## src/rtl/lpms_pkg.sv

```systemverilog
/*
 lpms_pkg: constants, register map and mode encoding of the lighting power
 mode sequencer. Assumes a single 40 MHz reference clock that stands for the
 internal resistor-set oscillator.
*/
package lpms_pkg;
    // clock and timing
    localparam int REF_CLK_HZ         = 40_000_000;
    localparam int CLK_PERIOD_NS      = 25;
    localparam int STARTUP_DELAY_MS   = 10;
    localparam int SOFTSTART_DELAY_MS = 20;
    localparam int STARTUP_CYC        = STARTUP_DELAY_MS * (REF_CLK_HZ / 1000);
    localparam int SOFTSTART_CYC      = SOFTSTART_DELAY_MS * (REF_CLK_HZ / 1000);
    localparam int CNT_W              = 20;

    // boost switching
    localparam int BOOST_FREQ_HZ      = 1_000_000;
    localparam int PERIOD_CYC         = REF_CLK_HZ / BOOST_FREQ_HZ;
    localparam int MIN_PULSE_NS       = 45;
    localparam int MIN_ON_CYC         = (MIN_PULSE_NS + CLK_PERIOD_NS - 1) / CLK_PERIOD_NS;
    localparam int MAX_DUTY_PCT       = 90;
    localparam int MAX_ON_CYC         = (PERIOD_CYC * MAX_DUTY_PCT) / 100;
    localparam int SOFT_ON_CYC        = 8;
    localparam int PCNT_W             = 6;

    // register map
    localparam logic [7:0] ADDR_VOUT   = 8'h0d;
    localparam logic [7:0] ADDR_MODE   = 8'h0e;
    localparam logic [7:0] ADDR_STATUS = 8'h0f;
    localparam logic [7:0] VOUT_RESET  = 8'h08;
    localparam logic [7:0] VOUT_MIN    = 8'h08;
    localparam logic [7:0] VOUT_MAX    = 8'h14;
    localparam int         MODE_STBY_EXIT = 0;
    localparam int         MODE_BOOST_EN  = 1;
    localparam int         MODE_AUTOLOAD  = 2;
    localparam logic [7:0] MODE_RESET  = 8'h04;
    localparam logic [7:0] MODE_MASK   = 8'h07;

    typedef enum logic [4:0] {
        ST_RESET       = 5'h01,
        ST_STANDBY     = 5'h02,
        ST_STARTUP     = 5'h04,
        ST_BOOST_START = 5'h08,
        ST_NORMAL      = 5'h10
    } lpms_state_t;
endpackage : lpms_pkg

```

## src/rtl/lpms_pulse_gen.sv

```systemverilog
/*
 lpms_pulse_gen: per-period boost switch pulse with minimum width, duty
 limit, soft-start cap and over-current cut-off. Assumes peak and over-current
 inputs are already synchronised to clk.
*/
`timescale 1ns/10ps
module lpms_pulse_gen (
    input  wire logic clk,
    input  wire logic arst_n,
    input  wire logic enable,
    input  wire logic low_current,
    input  wire logic skip_ok,
    input  wire logic peak,
    input  wire logic overcurrent,
    output logic      sw_on
);
    typedef struct packed {
        logic [lpms_pkg::PCNT_W-1:0] pcnt;
        logic                        sw;
    } lpms_pg_t;

    localparam logic [lpms_pkg::PCNT_W-1:0] P_LAST = lpms_pkg::PCNT_W'(lpms_pkg::PERIOD_CYC - 1);
    localparam logic [lpms_pkg::PCNT_W-1:0] P_MIN  = lpms_pkg::PCNT_W'(lpms_pkg::MIN_ON_CYC);
    localparam logic [lpms_pkg::PCNT_W-1:0] P_MAX  = lpms_pkg::PCNT_W'(lpms_pkg::MAX_ON_CYC);
    localparam logic [lpms_pkg::PCNT_W-1:0] P_SOFT = lpms_pkg::PCNT_W'(lpms_pkg::SOFT_ON_CYC);

    lpms_pg_t r;
    lpms_pg_t next_r;
    logic [lpms_pkg::PCNT_W-1:0] np;
    logic [lpms_pkg::PCNT_W-1:0] on_limit;

    always_comb begin
        next_r   = r;
        np       = (r.pcnt == P_LAST) ? '0 : r.pcnt + 1'b1;
        on_limit = low_current ? P_SOFT : P_MAX;
        if (!enable) begin
            // parked on the last count so the first enabled cycle opens a period
            next_r.pcnt = P_LAST;
            next_r.sw   = 1'b0;
        end else begin
            next_r.pcnt = np;
            if (overcurrent) begin
                next_r.sw = 1'b0;
            end else if (np == '0) begin
                // skipping only allowed with the active load off
                next_r.sw = !(skip_ok && peak);
            end else if (np < P_MIN) begin
                next_r.sw = r.sw;
            end else if (np >= on_limit) begin
                next_r.sw = 1'b0;
            end else if (peak) begin
                next_r.sw = 1'b0;
            end
        end
    end

    always_ff @(posedge clk or negedge arst_n) begin
        if (!arst_n) begin
            r <= '0;
        end else begin
            r <= next_r;
        end
    end

    assign sw_on = r.sw;

    a_min_pulse: assert property (@(posedge clk) disable iff (!arst_n)
        (r.sw && r.pcnt == '0 && enable && !overcurrent) |=> r.sw)
        else $error("switch pulse shorter than minimum");
    a_oc_cutoff: assert property (@(posedge clk) disable iff (!arst_n)
        overcurrent |=> !r.sw)
        else $error("switch stayed on under over-current");
    a_duty_limit: assert property (@(posedge clk) disable iff (!arst_n)
        r.sw |-> (r.pcnt < P_MAX))
        else $error("duty cycle limit exceeded");
    a_soft_cap: assert property (@(posedge clk) disable iff (!arst_n)
        low_current |=> !(r.sw && r.pcnt >= P_SOFT))
        else $error("soft-start on time exceeded");
    a_no_skip: assert property (@(posedge clk) disable iff (!arst_n)
        (enable && !skip_ok && !overcurrent && r.pcnt == P_LAST) |=> r.sw)
        else $error("pulse skipped with active load on");
endmodule : lpms_pulse_gen

```

## src/rtl/lpms_top.sv

```systemverilog
/*
 lpms_top: operating-mode sequencer with register file and boost digital
 control. Assumes an external serial front end turning bus traffic into
 one-cycle register read and write strobes on REF_CLK, and analog pins
 (reset pin, thermal trip, peak current, over-current) asynchronous to it.
*/
`timescale 1ns/10ps
module lpms_top #(
    parameter int STARTUP_CYCLES   = lpms_pkg::STARTUP_CYC,
    parameter int SOFTSTART_CYCLES = lpms_pkg::SOFTSTART_CYC
) (
    input  wire logic        REF_CLK,
    input  wire logic        ARST_N,
    input  wire logic        EXT_RESET_PIN_N,
    input  wire logic        THERMAL_TRIP,
    input  wire logic        PEAK_REACHED,
    input  wire logic        OVERCURRENT,
    input  wire logic        REG_WR,
    input  wire logic        REG_RD,
    input  wire logic [7:0]  REG_ADDR,
    input  wire logic [7:0]  REG_WDATA,
    output logic      [7:0]  REG_RDATA,
    output logic      [4:0]  MODE_STATE,
    output logic             ANALOG_EN,
    output logic             BOOST_RUN,
    output logic             BOOST_LOW_CURRENT,
    output logic             BOOST_SW,
    output logic             LED_BLANK,
    output logic             ACTIVE_LOAD_EN,
    output logic      [7:0]  VOUT_CODE
);
    typedef struct packed {
        logic [1:0]            rst_sync;
        logic [1:0]            tsd_sync;
        logic [1:0]            pk_sync;
        logic [1:0]            oc_sync;
        lpms_pkg::lpms_state_t state;
        logic [lpms_pkg::CNT_W-1:0] cnt;
        logic [7:0]            vout_reg;
        logic [7:0]            mode_reg;
        logic                  boost_active;
        logic [7:0]            rdata;
        logic [7:0]            vout_eff;
        logic                  analog_en;
        logic                  boost_run;
        logic                  low_current;
        logic                  led_blank;
        logic                  autoload;
    } lpms_top_t;

    localparam logic [lpms_pkg::CNT_W-1:0] STARTUP_LAST = lpms_pkg::CNT_W'(STARTUP_CYCLES - 1);
    localparam logic [lpms_pkg::CNT_W-1:0] SOFT_LAST    = lpms_pkg::CNT_W'(SOFTSTART_CYCLES - 1);

    lpms_top_t r;
    lpms_top_t next_r;
    logic      stby_exit;
    logic      boost_en;
    logic      thermal_trip;
    logic      in_reset;
    logic      sw_on;

    function automatic logic [7:0] lpms_clamp(input logic [7:0] code);
        if (code < lpms_pkg::VOUT_MIN) begin
            return lpms_pkg::VOUT_MIN;
        end else if (code > lpms_pkg::VOUT_MAX) begin
            return lpms_pkg::VOUT_MAX;
        end
        return code;
    endfunction : lpms_clamp

    assign stby_exit = r.mode_reg[lpms_pkg::MODE_STBY_EXIT];
    assign boost_en  = r.mode_reg[lpms_pkg::MODE_BOOST_EN];
    assign thermal_trip       = r.tsd_sync[1];
    assign in_reset  = !r.rst_sync[1];

    always_comb begin
        next_r          = r;
        next_r.rst_sync = {r.rst_sync[0], EXT_RESET_PIN_N};
        next_r.tsd_sync = {r.tsd_sync[0], THERMAL_TRIP};
        next_r.pk_sync  = {r.pk_sync[0], PEAK_REACHED};
        next_r.oc_sync  = {r.oc_sync[0], OVERCURRENT};

        // registers; a write outside the pin reset lands at once, in any order; the mode register keeps only bits 2:0
        if (REG_WR && !in_reset) begin
            unique case (REG_ADDR)
                lpms_pkg::ADDR_VOUT: next_r.vout_reg = REG_WDATA;
                lpms_pkg::ADDR_MODE: next_r.mode_reg = REG_WDATA & lpms_pkg::MODE_MASK;
                default: ;
            endcase
        end
        if (REG_RD) begin
            unique case (REG_ADDR)
                lpms_pkg::ADDR_VOUT:   next_r.rdata = r.vout_reg;
                lpms_pkg::ADDR_MODE:   next_r.rdata = r.mode_reg;
                lpms_pkg::ADDR_STATUS: next_r.rdata = {3'h0, r.state};
                default:               next_r.rdata = 8'h00;
            endcase
        end

        // delays are oscillator cycle counts
        unique case (r.state)
            lpms_pkg::ST_RESET: begin
                next_r.state = lpms_pkg::ST_STANDBY;
                next_r.cnt   = '0;
            end
            lpms_pkg::ST_STANDBY: begin
                next_r.cnt          = '0;
                next_r.boost_active = 1'b0;
                if (stby_exit) begin
                    next_r.state = lpms_pkg::ST_STARTUP;
                end
            end
            lpms_pkg::ST_STARTUP: begin
                if (!stby_exit) begin
                    next_r.state = lpms_pkg::ST_STANDBY;
                end else if (thermal_trip) begin
                    next_r.cnt = '0;
                end else if (r.cnt == STARTUP_LAST) begin
                    next_r.cnt   = '0;
                    next_r.state = boost_en ? lpms_pkg::ST_BOOST_START : lpms_pkg::ST_NORMAL;
                end else begin
                    next_r.cnt = r.cnt + 1'b1;
                end
            end
            lpms_pkg::ST_BOOST_START: begin
                if (!stby_exit) begin
                    next_r.state = lpms_pkg::ST_STANDBY;
                end else if (thermal_trip) begin
                    next_r.state = lpms_pkg::ST_STARTUP;
                    next_r.cnt   = '0;
                end else if (!boost_en) begin
                    next_r.state = lpms_pkg::ST_NORMAL;
                end else if (r.cnt == SOFT_LAST) begin
                    next_r.state        = lpms_pkg::ST_NORMAL;
                    next_r.boost_active = 1'b1;
                end else begin
                    next_r.cnt = r.cnt + 1'b1;
                end
            end
            lpms_pkg::ST_NORMAL: begin
                next_r.cnt = '0;
                if (!boost_en) begin
                    next_r.boost_active = 1'b0;
                end
                if (!stby_exit) begin
                    next_r.state = lpms_pkg::ST_STANDBY;
                end else if (thermal_trip) begin
                    next_r.state        = lpms_pkg::ST_STARTUP;
                    next_r.boost_active = 1'b0;
                end else if (boost_en && !r.boost_active) begin
                    next_r.state = lpms_pkg::ST_BOOST_START;
                end
            end
            default: begin
                next_r.state = lpms_pkg::ST_RESET;
            end
        endcase

        // registered outputs follow the next state
        next_r.analog_en   = (next_r.state == lpms_pkg::ST_STARTUP) ||
                             (next_r.state == lpms_pkg::ST_BOOST_START) ||
                             (next_r.state == lpms_pkg::ST_NORMAL);
        next_r.low_current = (next_r.state == lpms_pkg::ST_BOOST_START);
        next_r.led_blank   = (next_r.state == lpms_pkg::ST_BOOST_START);
        next_r.boost_run   = next_r.low_current ||
                             ((next_r.state == lpms_pkg::ST_NORMAL) && next_r.boost_active);
        next_r.autoload    = next_r.analog_en && next_r.mode_reg[lpms_pkg::MODE_AUTOLOAD];
        next_r.vout_eff    = lpms_clamp(next_r.vout_reg);

        // internal reset from the synchronised pin wins over everything
        if (in_reset) begin
            next_r              = '0;
            next_r.rst_sync     = {r.rst_sync[0], EXT_RESET_PIN_N};
            next_r.tsd_sync     = {r.tsd_sync[0], THERMAL_TRIP};
            next_r.pk_sync      = {r.pk_sync[0], PEAK_REACHED};
            next_r.oc_sync      = {r.oc_sync[0], OVERCURRENT};
            next_r.state        = lpms_pkg::ST_RESET;
            next_r.vout_reg     = lpms_pkg::VOUT_RESET;
            next_r.mode_reg     = lpms_pkg::MODE_RESET;
            next_r.vout_eff     = lpms_pkg::VOUT_RESET;
        end
    end

    always_ff @(posedge REF_CLK or negedge ARST_N) begin
        if (!ARST_N) begin
            r          <= '0;
            r.state    <= lpms_pkg::ST_RESET;
            r.vout_reg <= lpms_pkg::VOUT_RESET;
            r.mode_reg <= lpms_pkg::MODE_RESET;
            r.vout_eff <= lpms_pkg::VOUT_RESET;
        end else begin
            r <= next_r;
        end
    end

    // skipping allowed only once the active load is off
    lpms_pulse_gen u_pulse (
        .clk         (REF_CLK),
        .arst_n      (ARST_N),
        .enable      (r.boost_run),
        .low_current (r.low_current),
        .skip_ok     (!r.autoload),
        .peak        (r.pk_sync[1]),
        .overcurrent (r.oc_sync[1]),
        .sw_on       (sw_on)
    );

    assign REG_RDATA         = r.rdata;
    assign MODE_STATE        = r.state;
    assign ANALOG_EN         = r.analog_en;
    assign BOOST_RUN         = r.boost_run;
    assign BOOST_LOW_CURRENT = r.low_current;
    assign BOOST_SW          = sw_on;
    assign LED_BLANK         = r.led_blank;
    assign ACTIVE_LOAD_EN    = r.autoload;
    assign VOUT_CODE         = r.vout_eff;

    a_reset_hold: assert property (@(posedge REF_CLK) disable iff (!ARST_N)
        in_reset |=> (r.state == lpms_pkg::ST_RESET) && (r.mode_reg == lpms_pkg::MODE_RESET))
        else $error("reset did not clear state");
    a_standby_stay: assert property (@(posedge REF_CLK) disable iff (!ARST_N)
        (!in_reset && r.state == lpms_pkg::ST_STANDBY && !stby_exit) |=> (r.state == lpms_pkg::ST_STANDBY) && !ANALOG_EN)
        else $error("left standby without exit bit");
    a_startup_wait: assert property (@(posedge REF_CLK) disable iff (!ARST_N)
        (r.state == lpms_pkg::ST_STARTUP && r.cnt != STARTUP_LAST) |=>
        (r.state != lpms_pkg::ST_NORMAL) && (r.state != lpms_pkg::ST_BOOST_START))
        else $error("startup delay cut short");
    a_thermal_fall: assert property (@(posedge REF_CLK) disable iff (!ARST_N)
        (!in_reset && thermal_trip && stby_exit && (r.state == lpms_pkg::ST_NORMAL ||
         r.state == lpms_pkg::ST_STARTUP || r.state == lpms_pkg::ST_BOOST_START)) |=> r.state == lpms_pkg::ST_STARTUP)
        else $error("thermal trip did not hold startup");
    a_led_blank: assert property (@(posedge REF_CLK) disable iff (!ARST_N)
        (r.state == lpms_pkg::ST_BOOST_START) |-> LED_BLANK && BOOST_LOW_CURRENT)
        else $error("LEDs not blanked in soft start");
    a_vout_clamp: assert property (@(posedge REF_CLK) disable iff (!ARST_N)
        (VOUT_CODE >= lpms_pkg::VOUT_MIN) && (VOUT_CODE <= lpms_pkg::VOUT_MAX))
        else $error("voltage code out of range");
    a_boost_entry: assert property (@(posedge REF_CLK) disable iff (!ARST_N)
        (!in_reset && r.state == lpms_pkg::ST_NORMAL && stby_exit && !thermal_trip && boost_en && !r.boost_active)
        |=> r.state == lpms_pkg::ST_BOOST_START)
        else $error("boost enable did not start soft start");
    a_boost_stop: assert property (@(posedge REF_CLK) disable iff (!ARST_N)
        (r.state == lpms_pkg::ST_NORMAL && !boost_en) |=> !BOOST_RUN)
        else $error("boost ran with enable cleared");
    a_load_off: assert property (@(posedge REF_CLK) disable iff (!ARST_N)
        !r.mode_reg[lpms_pkg::MODE_AUTOLOAD] |-> !ACTIVE_LOAD_EN)
        else $error("active load on with bit cleared");

    // sequencing; the pin reset wins, so each state-exit step names !in_reset
    a_reset_out: assert property (@(posedge REF_CLK) disable iff (!ARST_N)
        in_reset |=> !ANALOG_EN && !BOOST_RUN && !LED_BLANK && (VOUT_CODE == lpms_pkg::VOUT_RESET))
        else $error("outputs not cleared by reset");
    a_exit_standby: assert property (@(posedge REF_CLK) disable iff (!ARST_N)
        (!in_reset && r.state == lpms_pkg::ST_STANDBY && stby_exit)
        |=> (r.state == lpms_pkg::ST_STARTUP) && ANALOG_EN)
        else $error("standby exit did not start up");
    a_standby_quiet: assert property (@(posedge REF_CLK) disable iff (!ARST_N)
        (r.state == lpms_pkg::ST_STANDBY) |-> !ANALOG_EN && !BOOST_RUN && !ACTIVE_LOAD_EN && !LED_BLANK)
        else $error("function active in standby");
    a_startup_exit: assert property (@(posedge REF_CLK) disable iff (!ARST_N)
        (!in_reset && r.state == lpms_pkg::ST_STARTUP && stby_exit && !thermal_trip && r.cnt == STARTUP_LAST)
        |=> (r.state == ($past(boost_en) ? lpms_pkg::ST_BOOST_START : lpms_pkg::ST_NORMAL)))
        else $error("startup exit ignored boost enable");
    a_thermal_quiet: assert property (@(posedge REF_CLK) disable iff (!ARST_N)
        (r.state == lpms_pkg::ST_STARTUP) |-> !BOOST_RUN && !LED_BLANK)
        else $error("boost ran during startup");
    a_soft_len: assert property (@(posedge REF_CLK) disable iff (!ARST_N)
        (!in_reset && r.state == lpms_pkg::ST_BOOST_START && stby_exit && !thermal_trip && boost_en && r.cnt != SOFT_LAST)
        |=> (r.state == lpms_pkg::ST_BOOST_START) && LED_BLANK)
        else $error("soft start cut short");
    a_boost_quit: assert property (@(posedge REF_CLK) disable iff (!ARST_N)
        (!in_reset && r.state == lpms_pkg::ST_BOOST_START && stby_exit && !thermal_trip && !boost_en)
        |=> (r.state == lpms_pkg::ST_NORMAL) && !BOOST_RUN)
        else $error("boost enable clear ignored in soft start");
    a_normal_lit: assert property (@(posedge REF_CLK) disable iff (!ARST_N)
        (r.state == lpms_pkg::ST_NORMAL) |-> !LED_BLANK && !BOOST_LOW_CURRENT)
        else $error("blanking held in normal mode");
    a_analog_on: assert property (@(posedge REF_CLK) disable iff (!ARST_N)
        (r.state == lpms_pkg::ST_NORMAL || r.state == lpms_pkg::ST_BOOST_START) |-> ANALOG_EN)
        else $error("analog blocks off while running");

    // register file
    a_vout_write: assert property (@(posedge REF_CLK) disable iff (!ARST_N)
        (REG_WR && !in_reset && REG_ADDR == lpms_pkg::ADDR_VOUT) |=> r.vout_reg == $past(REG_WDATA))
        else $error("voltage code write lost");
    a_mode_write: assert property (@(posedge REF_CLK) disable iff (!ARST_N)
        (REG_WR && !in_reset && REG_ADDR == lpms_pkg::ADDR_MODE)
        |=> r.mode_reg == ($past(REG_WDATA) & lpms_pkg::MODE_MASK))
        else $error("mode write lost");
endmodule : lpms_top
```

## config.mk

```make
export PLATFORM = sky130hd
export DESIGN_NAME = lpms_top
export DESIGN_NICKNAME = d
export VERILOG_FILES = /design/src/rtl/lpms_pkg.sv /design/src/rtl/lpms_pulse_gen.sv /design/src/rtl/lpms_top.sv
export SDC_FILE = /design/constraint.sdc
export NUM_CORES = 1
export LEC_CHECK = 0
export ABC_AREA = 0
export BUFFER_PORTS_ARGS = -buffer_cell sky130_fd_sc_hd__buf_2
export CAP_MARGIN = 20
export CORE_MARGIN = 5
export CORE_UTILIZATION = 53
export CTS_CLUSTER_DIAMETER = 120
export DETAILED_ROUTE_END_ITERATION = 8
export HOLD_SLACK_MARGIN = 0.02
export PLACE_DENSITY_LB_ADDON = 0.3
export SKIP_CTS_REPAIR_TIMING = 1
export SYNTH_ARGS = -nofsm -noshare
export SYNTH_HDL_FRONTEND = slang
export SYNTH_HIERARCHICAL = 1
export SYNTH_SLANG_ARGS = --single-unit
```

## constraint.sdc

```tcl
create_clock -name REF_CLK -period 2.1 [get_ports REF_CLK]
set_clock_uncertainty 0.15 [all_clocks]
set_input_delay 0.63 -clock REF_CLK [delete_from_list [all_inputs] [get_ports REF_CLK]]
set_output_delay 0.63 -clock REF_CLK [all_outputs]
set_load 0.005 [all_outputs]
```

After elaboration in Yosys (flattened, before gate mapping):

Cells that the tools add are included.

* register bits after elaboration: 78
* latch bits: 0
* RAM bits: 0
* ROM bits: 0
* input port bits: 24
* output and inout port bits: 27
* word-level logic and storage cells: 112
* memories: 0

* $add $sub $neg: 2
* multipliers: 0
* div/mod/pow operators: 0
* order comparisons: 4
* equality and inequality tests: 24
* shifts and indexed selects: 0
* multiplexer cells: 47
* bitwise logic cells: 0
* reduce and logical (&&, ||, !) cells: 16

Operators with widths (number)
* 2-to-1 mux 20 bit: 6
* 2-to-1 mux 63 bit: 1
* one-hot mux 20 bit (3 select lines): 1
* 2-to-1 mux 5 bit: 11
* 2-to-1 mux 8 bit: 6
* 2-to-1 mux 25 bit: 1
* one-hot mux 5 bit (5 select lines): 1
* == test 8 x 4 -> 1 bit (second input constant): 3
* one-hot mux 8 bit (3 select lines): 1
* adder 20 x 1 -> 20 bit (second input constant): 1
* == test 20 x 19 -> 1 bit (second input constant): 1
* == test 20 bit (second input constant): 1
* 2-to-1 mux 16 bit: 1
* 2-to-1 mux 1 bit: 14
* 2-to-1 mux 6 bit: 2
* == test 5 x 3 -> 1 bit (second input constant): 2
* == test 5 x 4 -> 1 bit (second input constant): 2
* == test 5 bit (second input constant): 2
* > comparator 8 x 5 -> 1 bit (second input constant): 1
* less-than comparator 8 x 4 -> 1 bit (second input constant): 1
* != test 4 bit (second input constant): 2
* 2-to-1 mux 7 bit: 1
* adder 6 x 1 -> 6 bit (second input constant): 1
* == test 6 bit (second input constant): 1
* other kinds (18): 29

Longest topological paths before layout:

Gate-level depths: netlist (run 1).

* depth in word-level cells: 11
* mapped depth: 10
* mapped depth without buffers: 9

By module:

The synthesis (run 1) kept the hierarchy.

Modules (own cells, without submodules)
* lpms_top: instances 1, cells each 363, area each 3631.0 µm², seq. area each 1631.6 µm²
* lpms_pulse_gen: instances 1, cells each 57, area each 525.5 µm², seq. area each 175.2 µm²

Least setup slack after synthesis (run 1):

OpenSTA, ideal clock, no wires.

* path kind: in2reg
* from: input port REG_ADDR[1]
* to: register r, in the netlist VOUT_CODE[4]
* library setup time: 0.119 ns
* arrival: 2.102 ns
* required time: 1.831 ns
* slack: -0.271 ns
* cell stages on the path: 7
* buffers on the path: 2
* cells stage by stage: buf_2 and3b_1 nand4_1 buf_2 o41ai_1 nand2_1 and2_1

RTL lines
* start, declared: RTL line lpms_top.sv:20 `input wire logic [7:0] REG_ADDR,`
* end signal, assigned: RTL line lpms_top.sv:192 `r <= next_r;`
* end, declared: RTL line lpms_top.sv:54 `lpms_top_t r;`

Worst setup path after layout (run 1):

* from: register r, in the netlist MODE_STATE[0]
* to: register r[54] (netlist bit)

* cells in the longest elaborated chain, start to end: 4
* elaborated cells on any way between the ends: 14
* classes of those cells: 10 x eq/ne; 2 x mux; 2 x reduce/logical

RTL lines
* == test 5 bit (tied with other cells): RTL line lpms_top.sv:101 `unique case (r.state)`
* OR reduction 3 bit (no source line)
* != test 4 x 2 -> 1 bit (no source line) / one-hot mux 20 bit (3 select lines) (equally long branches)
* AND reduction 5 bit (no source line) / 2-to-1 mux 63 bit (equally long branches)

Parallel ways exist; a longest one is shown, timed or not.
A chain may end at the register's enable or synchronous reset.

==> results of run 1 <==
-- per-layer routing --
| metal | up-vias | part of all wire | global-route usage |
|---|---|---|---|
| met5 | - | 0 | 0 |
| met4 | 0 | 0.017 | 0.06303 |
| met3 | 19 | 0.052 | 0.03255 |
| met2 | 122 | 0.50 | 0.3287 |
| met1 | 1758 | 0.43 | 0.2793 |
| li1 | 1737 | - | - |
-- cell type report --
cell class | instances | area share
multi-input combinational | 298 | 0.4241
sequential | 72 | 0.3235
tap | 102 | 0.02285
inverter | 11 | 0.007392
timing repair buffer | 145 | 0.1882
clock buffer | 12 | 0.02419
clock inverter | 4 | 0.009857
-- logic make-up (layout without fill, tap and decap cells) --
group / Yosys count / in the layout / synth area share
flops: 72 / 72 / 0.4347
xor+xnor: 4 / 4 / 0.008430
fa+ha+maj: 6 / 6 / 0.01746
compound gates: 105 / 105 / 0.1854
buf+inv: 52 / 172 / 0.07796
other cells: 1 / 3 / 0.0009022
mux: 18 / 18 / 0.04485
simple gates: 162 / 162 / 0.2303
-- worst max-delay path, stage by stage (launching register included) --
cell and delay [ns]:
dfstp_2 0.62, buf_4 0.14, o21ai_1 0.06, o211a_1 0.16, a21o_2 0.24, a21o_4 0.27, or4_4 0.49, o21ai_1 0.10
-- sequential cells by signal, indices dropped and copies added (netlist names) --
register        flops
LED_BLANK           1
u_pulse/sw_on       1
REG_RDATA           8
VOUT_CODE           8
ANALOG_EN           1
u_pulse/r           6
ACTIVE_LOAD_EN      1
BOOST_RUN           1
boost_en            1
r                  39
MODE_STATE          5
-- cells in the final DEF, fill, tap and decap left out, types with 4 or more instances in the layout --
master	Yosys	final
a21o_1	10	9
mux2i_1	13	10
nand4_1	6	6
o21ai_1	7	6
nand3_1	15	15
nor2b_1	22	22
a22o_1	10	9
mux2_2	5	4
and3_1	5	4
dfrtp_1	68	68
and2_1	7	7
o21ai_2	0	4
nand2_1	32	30
nor3_1	4	4
dfstp_2	4	4
nor2_1	23	22
a21oi_1	15	11
buf_2	7	50
or4_4	1	4
inv_1	10	9
nand2b_1	9	8
buf_6	3	8
buf_4	26	82
clkbuf_8	0	9
o21ai_0	16	12
-- metrics by stage --
step                      instance area [sq um]  hold WS [ns]
after global routing                       5585        0.1742
final                                      5585        0.1253
after floorplan                            4272        0.1812
after global placement                     4979        0.1844
after CTS                                  5169        0.1659
after detailed placement                   4979        0.1864
-- worst min-delay path by stage --
stage | startpoint | end | cells after the start
global placement | r[65] | r[66] | 0
floorplan | ARST_N | ACTIVE_LOAD_EN | 0
global route | ARST_N | r[35] | 2
detailed placement | r[65] | r[66] | 0
finish | ARST_N | REG_RDATA[6] | 2
CTS | ARST_N | r[35] | 2
-- report_power, final --
| part | total (W) | switching [W] | internal (W) | leakage, nW |
|---|---|---|---|---|
| Combinational | 0.00116 | 0.000565 | 0.000597 | 1.60 |
| Clock | 0.00107 | 0.000519 | 0.000555 | 0.0908 |
| Sequential | 0.00148 | 0.0000547 | 0.00143 | 0.945 |
| Total | 0.00372 | 0.00114 | 0.00258 | 2.64 |
==> results.py, run 1 <==
metrics = {
    "outcome": {
        "outcome": "complete, but fails checks",
        "failed_checks": "negative setup slack",
    },
    "logic_synthesis": {
        "ys_seq_area_frac": 0.4347,
        "yosys.area.top_type": "dfrtp_1",
        "synthArstFlopShare": 1.000,
        "yosysUniqueCellTypes": 81,
        "syn_area_sq_um": 4156,
        "synth.yosys.warnings": 6,
        "syn_avg_cell_area_sq_um": 9.896,
        "ys_ff_latch": 72,
        "yosysTopAreaCellShare": 0.4094,
        "synth_edf_count": 0,
        "synth_flop_cell": "dfrtp_1",
        "ys_top_cells_by_area": "dfrtp_1 (41%), buf_4 (4.7%), nor2b_1 (3.3%), mux2i_1 (3.1%), nand2_1 (2.9%)",
        "ys_top_cells_by_count": "dfrtp_1 (68), nand2_1 (32), buf_4 (26)",
        "yosysMostFrequentCell": "dfrtp_1",
        "synth_cells": 420,
    },
    "critical_path": {
        "cp.required_ns": 2.22,
        "crit_path_end": "r[54]",
        "cp.arrival_ns": 2.42,
        "critical_path_class": "flip-flop to flip-flop",
        "rrSetupSlack_ns": -0.21,
        "worst_setup_path_start_kind": "flip-flop",
        "r2r-end": "r[54]",
        "crit_fanout": 11,
        "crit_start": "MODE_STATE[0]",
        "endpoint_kind": "flip-flop",
        "reg2regPathDepth": 7,
        "rr_startpoint": "MODE_STATE[0]",
    },
    "clock_network": {
        "cts_root_buf": "clkbuf_8",
        "numClockSinks": 72,
        "cts_tree": "done",
        "cts_buffers": 9,
        "insertion_delay_ns": 0.35,
        "clk_transition_reported_paths_ns": 0.08,
        "cts_max_path_buffers": 2,
        "htreeDepth": 3,
    },
    "grt": {
        "grt_pass1_vias": 3449,
        "grtUsageTotal": 0.2022,
        "grt_pass1_wl_microns": 16170,
        "antenna_found_initial": 0,
        "grt_max_degree": 73,
        "grt-ovfl-total": 0,
    },
    "layout": {
        "antenna_cells": 0,
        "final_util": 0.7266,
        "final_cells": 644,
        "fin_nets": 566,
        "multi_input_area_sq_um": 2369,
        "area_delta_synth_final_pct": 34.38,
        "drive_above_1_share": 0.4299,
        "seqCellArea_sq_um": 1807,
        "fillerInstances": 567,
    },
    "detailed_routing": {
        "drt_iter0_drc": 199,
        "first_pass_iters": 6,
        "antenna_left": 0,
        "drc": 0,
        "vias_per_cell": 5.646,
        "vias": 3636,
        "totalWireLength_microns": 10560,
        "wl_per_cell_microns": 16.40,
    },
    "place": {
        "portBuffers": 50,
        "dp_slack_ns": -0.2845,
        "dp_cells": 616,
        "post-dp-hpwl_microns": 7152,
        "gp_congestion": 0.8928,
    },
    "pwr": {
        "max-vdd-ir-drop_v": 0.0004473,
        "p_leak_nw": 2.639,
        "pwr_density_cell_nw_per_um2": 665.6,
        "power_w": 0.003718,
    },
    "floorplan": {
        "die_area_sq_um": 9713,
        "die_w_microns": 98.56,
        "core_sq_um": 7687,
        "pin_count": 51,
        "rows": 32,
        "die_y_microns": 98.56,
        "initial_utilization": 0.5407,
    },
    "timing": {
        "min_period_ns": 2.306,
        "setup_viol": 25,
        "rsz0062_at_grt": "yes",
        "layout_setup_ws_ns": -0.2060,
        "fin_crit_sh": 1.098,
        "hold_viol": 0,
        "slew_violations": 0,
        "tns_ns": -3.897,
        "timing.fmax_mhz": 433.7,
    },
    "worst_hold_path": {
        "worst_hold_path_type": "input pin to async pin",
    },
    "flow_run": {
        "max-cap-violations": 0,
    },
}
No activity file was read; power rests on OpenSTA's default activity.
==> inputs of run 2 (changes only) <==
--- a/config.mk
+++ b/config.mk
@@ -6,12 +6,12 @@
 export NUM_CORES = 1
 export LEC_CHECK = 0
 export ABC_AREA = 0
-export BUFFER_PORTS_ARGS = -buffer_cell sky130_fd_sc_hd__buf_2
 export CAP_MARGIN = 20
 export CORE_MARGIN = 5
-export CORE_UTILIZATION = 53
+export CORE_UTILIZATION = 58
 export CTS_CLUSTER_DIAMETER = 120
 export DETAILED_ROUTE_END_ITERATION = 8
+export DONT_BUFFER_PORTS = 1
 export HOLD_SLACK_MARGIN = 0.02
 export PLACE_DENSITY_LB_ADDON = 0.3
 export SKIP_CTS_REPAIR_TIMING = 1
==> run 2 against run 1 <==
Net effect: the run ends with negative hold slack, negative setup slack left; count of clock-buffer cells in the layout decreased by 1; clock power decreased by 7%; global-route usage increased by 2.7 points; non-clock buffer count decreased by 54; via count decreased by 4.8%; final cell count decreased by 9.3%; fmax decreased by 1.0%; sequential share of layout area increased by 3.0 points; largest power group unchanged; highest routed layer unchanged.
==> results.py, run 2 (same netlist as run 1, synthesis figures left out) <==
metrics = {
    "detailed_routing": {
        "vias_per_cell": 5.926,
        "wl_per_cell_microns": 17.57,
        "totalWireLength_microns": 10260,
        "first_pass_iters": 5,
        "antenna_left": 0,
        "vias": 3461,
        "drc": 0,
        "drt_iter0_drc": 171,
    },
    "clock_network": {
        "insertion_delay_ns": 0.35,
        "clk_transition_reported_paths_ns": 0.08,
        "numClockSinks": 72,
        "cts_max_path_buffers": 2,
        "cts_tree": "done",
        "cts_root_buf": "clkbuf_8",
        "cts_buffers": 9,
        "htreeDepth": 3,
    },
    "pwr": {
        "p_clk_frac": 0.290,
        "pwr_density_cell_nw_per_um2": 669.3,
        "max-vdd-ir-drop_v": 0.0004454,
        "combPwrFrac": 0.281,
        "p_leak_nw": 2.363,
        "p_sw_frac": 0.3091,
        "p_int_w": 0.002369,
        "power_w": 0.003429,
        "p_sw_w": 0.001060,
        "p_seq_frac": 0.429,
    },
    "outcome": {
        "failed_checks": "negative hold slack, negative setup slack",
        "outcome": "complete, but fails checks",
    },
    "flow_run": {
        "max-cap-violations": 0,
    },
    "critical_path": {
        "worst_setup_path_start_kind": "flip-flop",
        "endpoint_kind": "flip-flop",
        "max_stage_delay_ns": 0.58,
        "path_common_cell": "o21ai_1",
        "cp.required_ns": 2.21,
        "crit_chain": "buf_4, o21ai_1, o211a_1, a21o_2, a21o_4, or4_1, o21ai_1",
        "critical_path_class": "flip-flop to flip-flop",
        "crit_fanout": 10,
        "critPathSlowestCell": "dfstp_2",
        "cp.arrival_ns": 2.44,
    },
    "floorplan": {
        "core_sq_um": 6869,
        "rows": 30,
        "initial_utilization": 0.6051,
        "pin_count": 51,
        "die_area_sq_um": 8960,
        "die_w_microns": 94.66,
        "die_y_microns": 94.66,
    },
    "timing": {
        "fin_crit_sh": 1.109,
        "rsz0062_at_grt": "yes",
        "timing.fmax_mhz": 429.3,
        "slew_violations": 0,
        "hold_viol": 72,
        "holdWs_ns": -0.1872,
        "layout_setup_ws_ns": -0.2296,
        "setup_viol": 26,
        "min_period_ns": 2.330,
    },
    "layout": {
        "fillerInstances": 442,
        "largest_reg_flops": 39,
        "fin_nets": 512,
        "area_delta_synth_final_pct": 23.27,
        "top_register": "r",
        "antenna_cells": 0,
        "drive_above_1_share": 0.3504,
        "final_cell_mix": "buf_4 (85), dfrtp_1 (66), nand2_1 (29), nor2_1 (23), nor2b_1 (22)",
        "final_common_cell": "buf_4",
        "final_area_sq_um": 5124,
        "final_cells": 584,
    },
    "place": {
        "post-dp-hpwl_microns": 6999,
        "gp_congestion": 0.9896,
        "placed_area_sq_um": 4686,
        "dp_cells": 557,
        "portBuffers": 0,
    },
    "grt": {
        "grt-ovfl-total": 0,
        "grt_max_degree": 73,
        "grt_pass1_vias": 3422,
        "antenna_found_initial": 0,
        "grt_pass1_wl_microns": 16010,
        "grtUsageTotal": 0.2293,
    },
    "worst_hold_path": {
        "worst_hold_path_type": "input pin to async pin",
    },
}
run 2: changes by cell type in the layout (fill, tap and decap cells not counted), moves of 3 or more:
cell     change
buf_2       -50
buf_6        -5
a21oi_2      +3
buf_4        +3
o31ai_1      +3
run 2: worst paths after layout:
kind | start | cells past startpoint | endpoint | slack, ns
setup / recovery | MODE_STATE[0] | 7 | r[43] | -0.23
hold / removal | ARST_N | 0 | REG_RDATA[4] | -0.19
setup reg to reg | MODE_STATE[0] | 7 | r[43] | -0.23
hold reg to reg | r[67] | 0 | r[68] | 0.20
max in group asynchronous | ARST_N | 0 | MODE_STATE[0] | 1.80
min in group REF_CLK | EXT_RESET_PIN_N | 0 | r[69] | 0.15
run 2: stage by stage:
| step | worst slack, ns | hold slack (ns) | TNS (ns) | utilization |
|---|---|---|---|---|
| finish | -0.2296 | -0.1872 | -3.327 | 0.7459 |
| CTS | -0.2895 | -0.1971 | -4.464 | 0.7077 |
| global placement | -0.1755 | 0.1839 | -3.395 | 0.6821 |
| floorplan | -0.09606 | 0.1812 | -1.167 | - |
| detailed placement | -0.2694 | 0.1858 | -4.608 | 0.6821 |
| global route | -0.3032 | -0.2144 | -5.193 | 0.7459 |
run 2: metal layers:
metal,global-route usage,vias up,part of all wire
met5,0,-,0
met4,0.08774,0,0.023
met3,0.05418,23,0.056
met2,0.3641,99,0.49
met1,0.3044,1703,0.43
li1,-,1636,-
run 2: critical path: cells and delay by family (launching register included):
| family | cells | cell delay (ns) |
|---|---|---|
| AND/OR/NAND/NOR | 1 | 0.53 |
| AO/OA/AOI/OAI | 5 | 0.85 |
| buffers and inverters | 1 | 0.13 |
| flip-flops | 1 | 0.58 |
run 2: power groups by stage:
stage | Clock (W) | Combinational (W) | Sequential (W)
after global routing | 0.00107 | 0.00104 | 0.00148
final | 0.000996 | 0.000963 | 0.00147
after CTS | 0.00101 | 0.000798 | 0.00147
after detailed placement | 0 | 0.000790 | 0.00150
after global placement | 0 | 0.000767 | 0.00149
after floorplan | 0 | 0.000613 | 0.00149
run 2: final cells by class:
class	count	area [sq um]	area share
inverters	11	41.29	0.008059
flip-flops and latches	72	1809	0.3531
clock inverters	5	33.78	0.006593
clock buffers	11	141.4	0.02759
repair buffers	91	732.0	0.1429
multi-input cells	298	2246	0.4383
well taps	96	120.1	0.02344
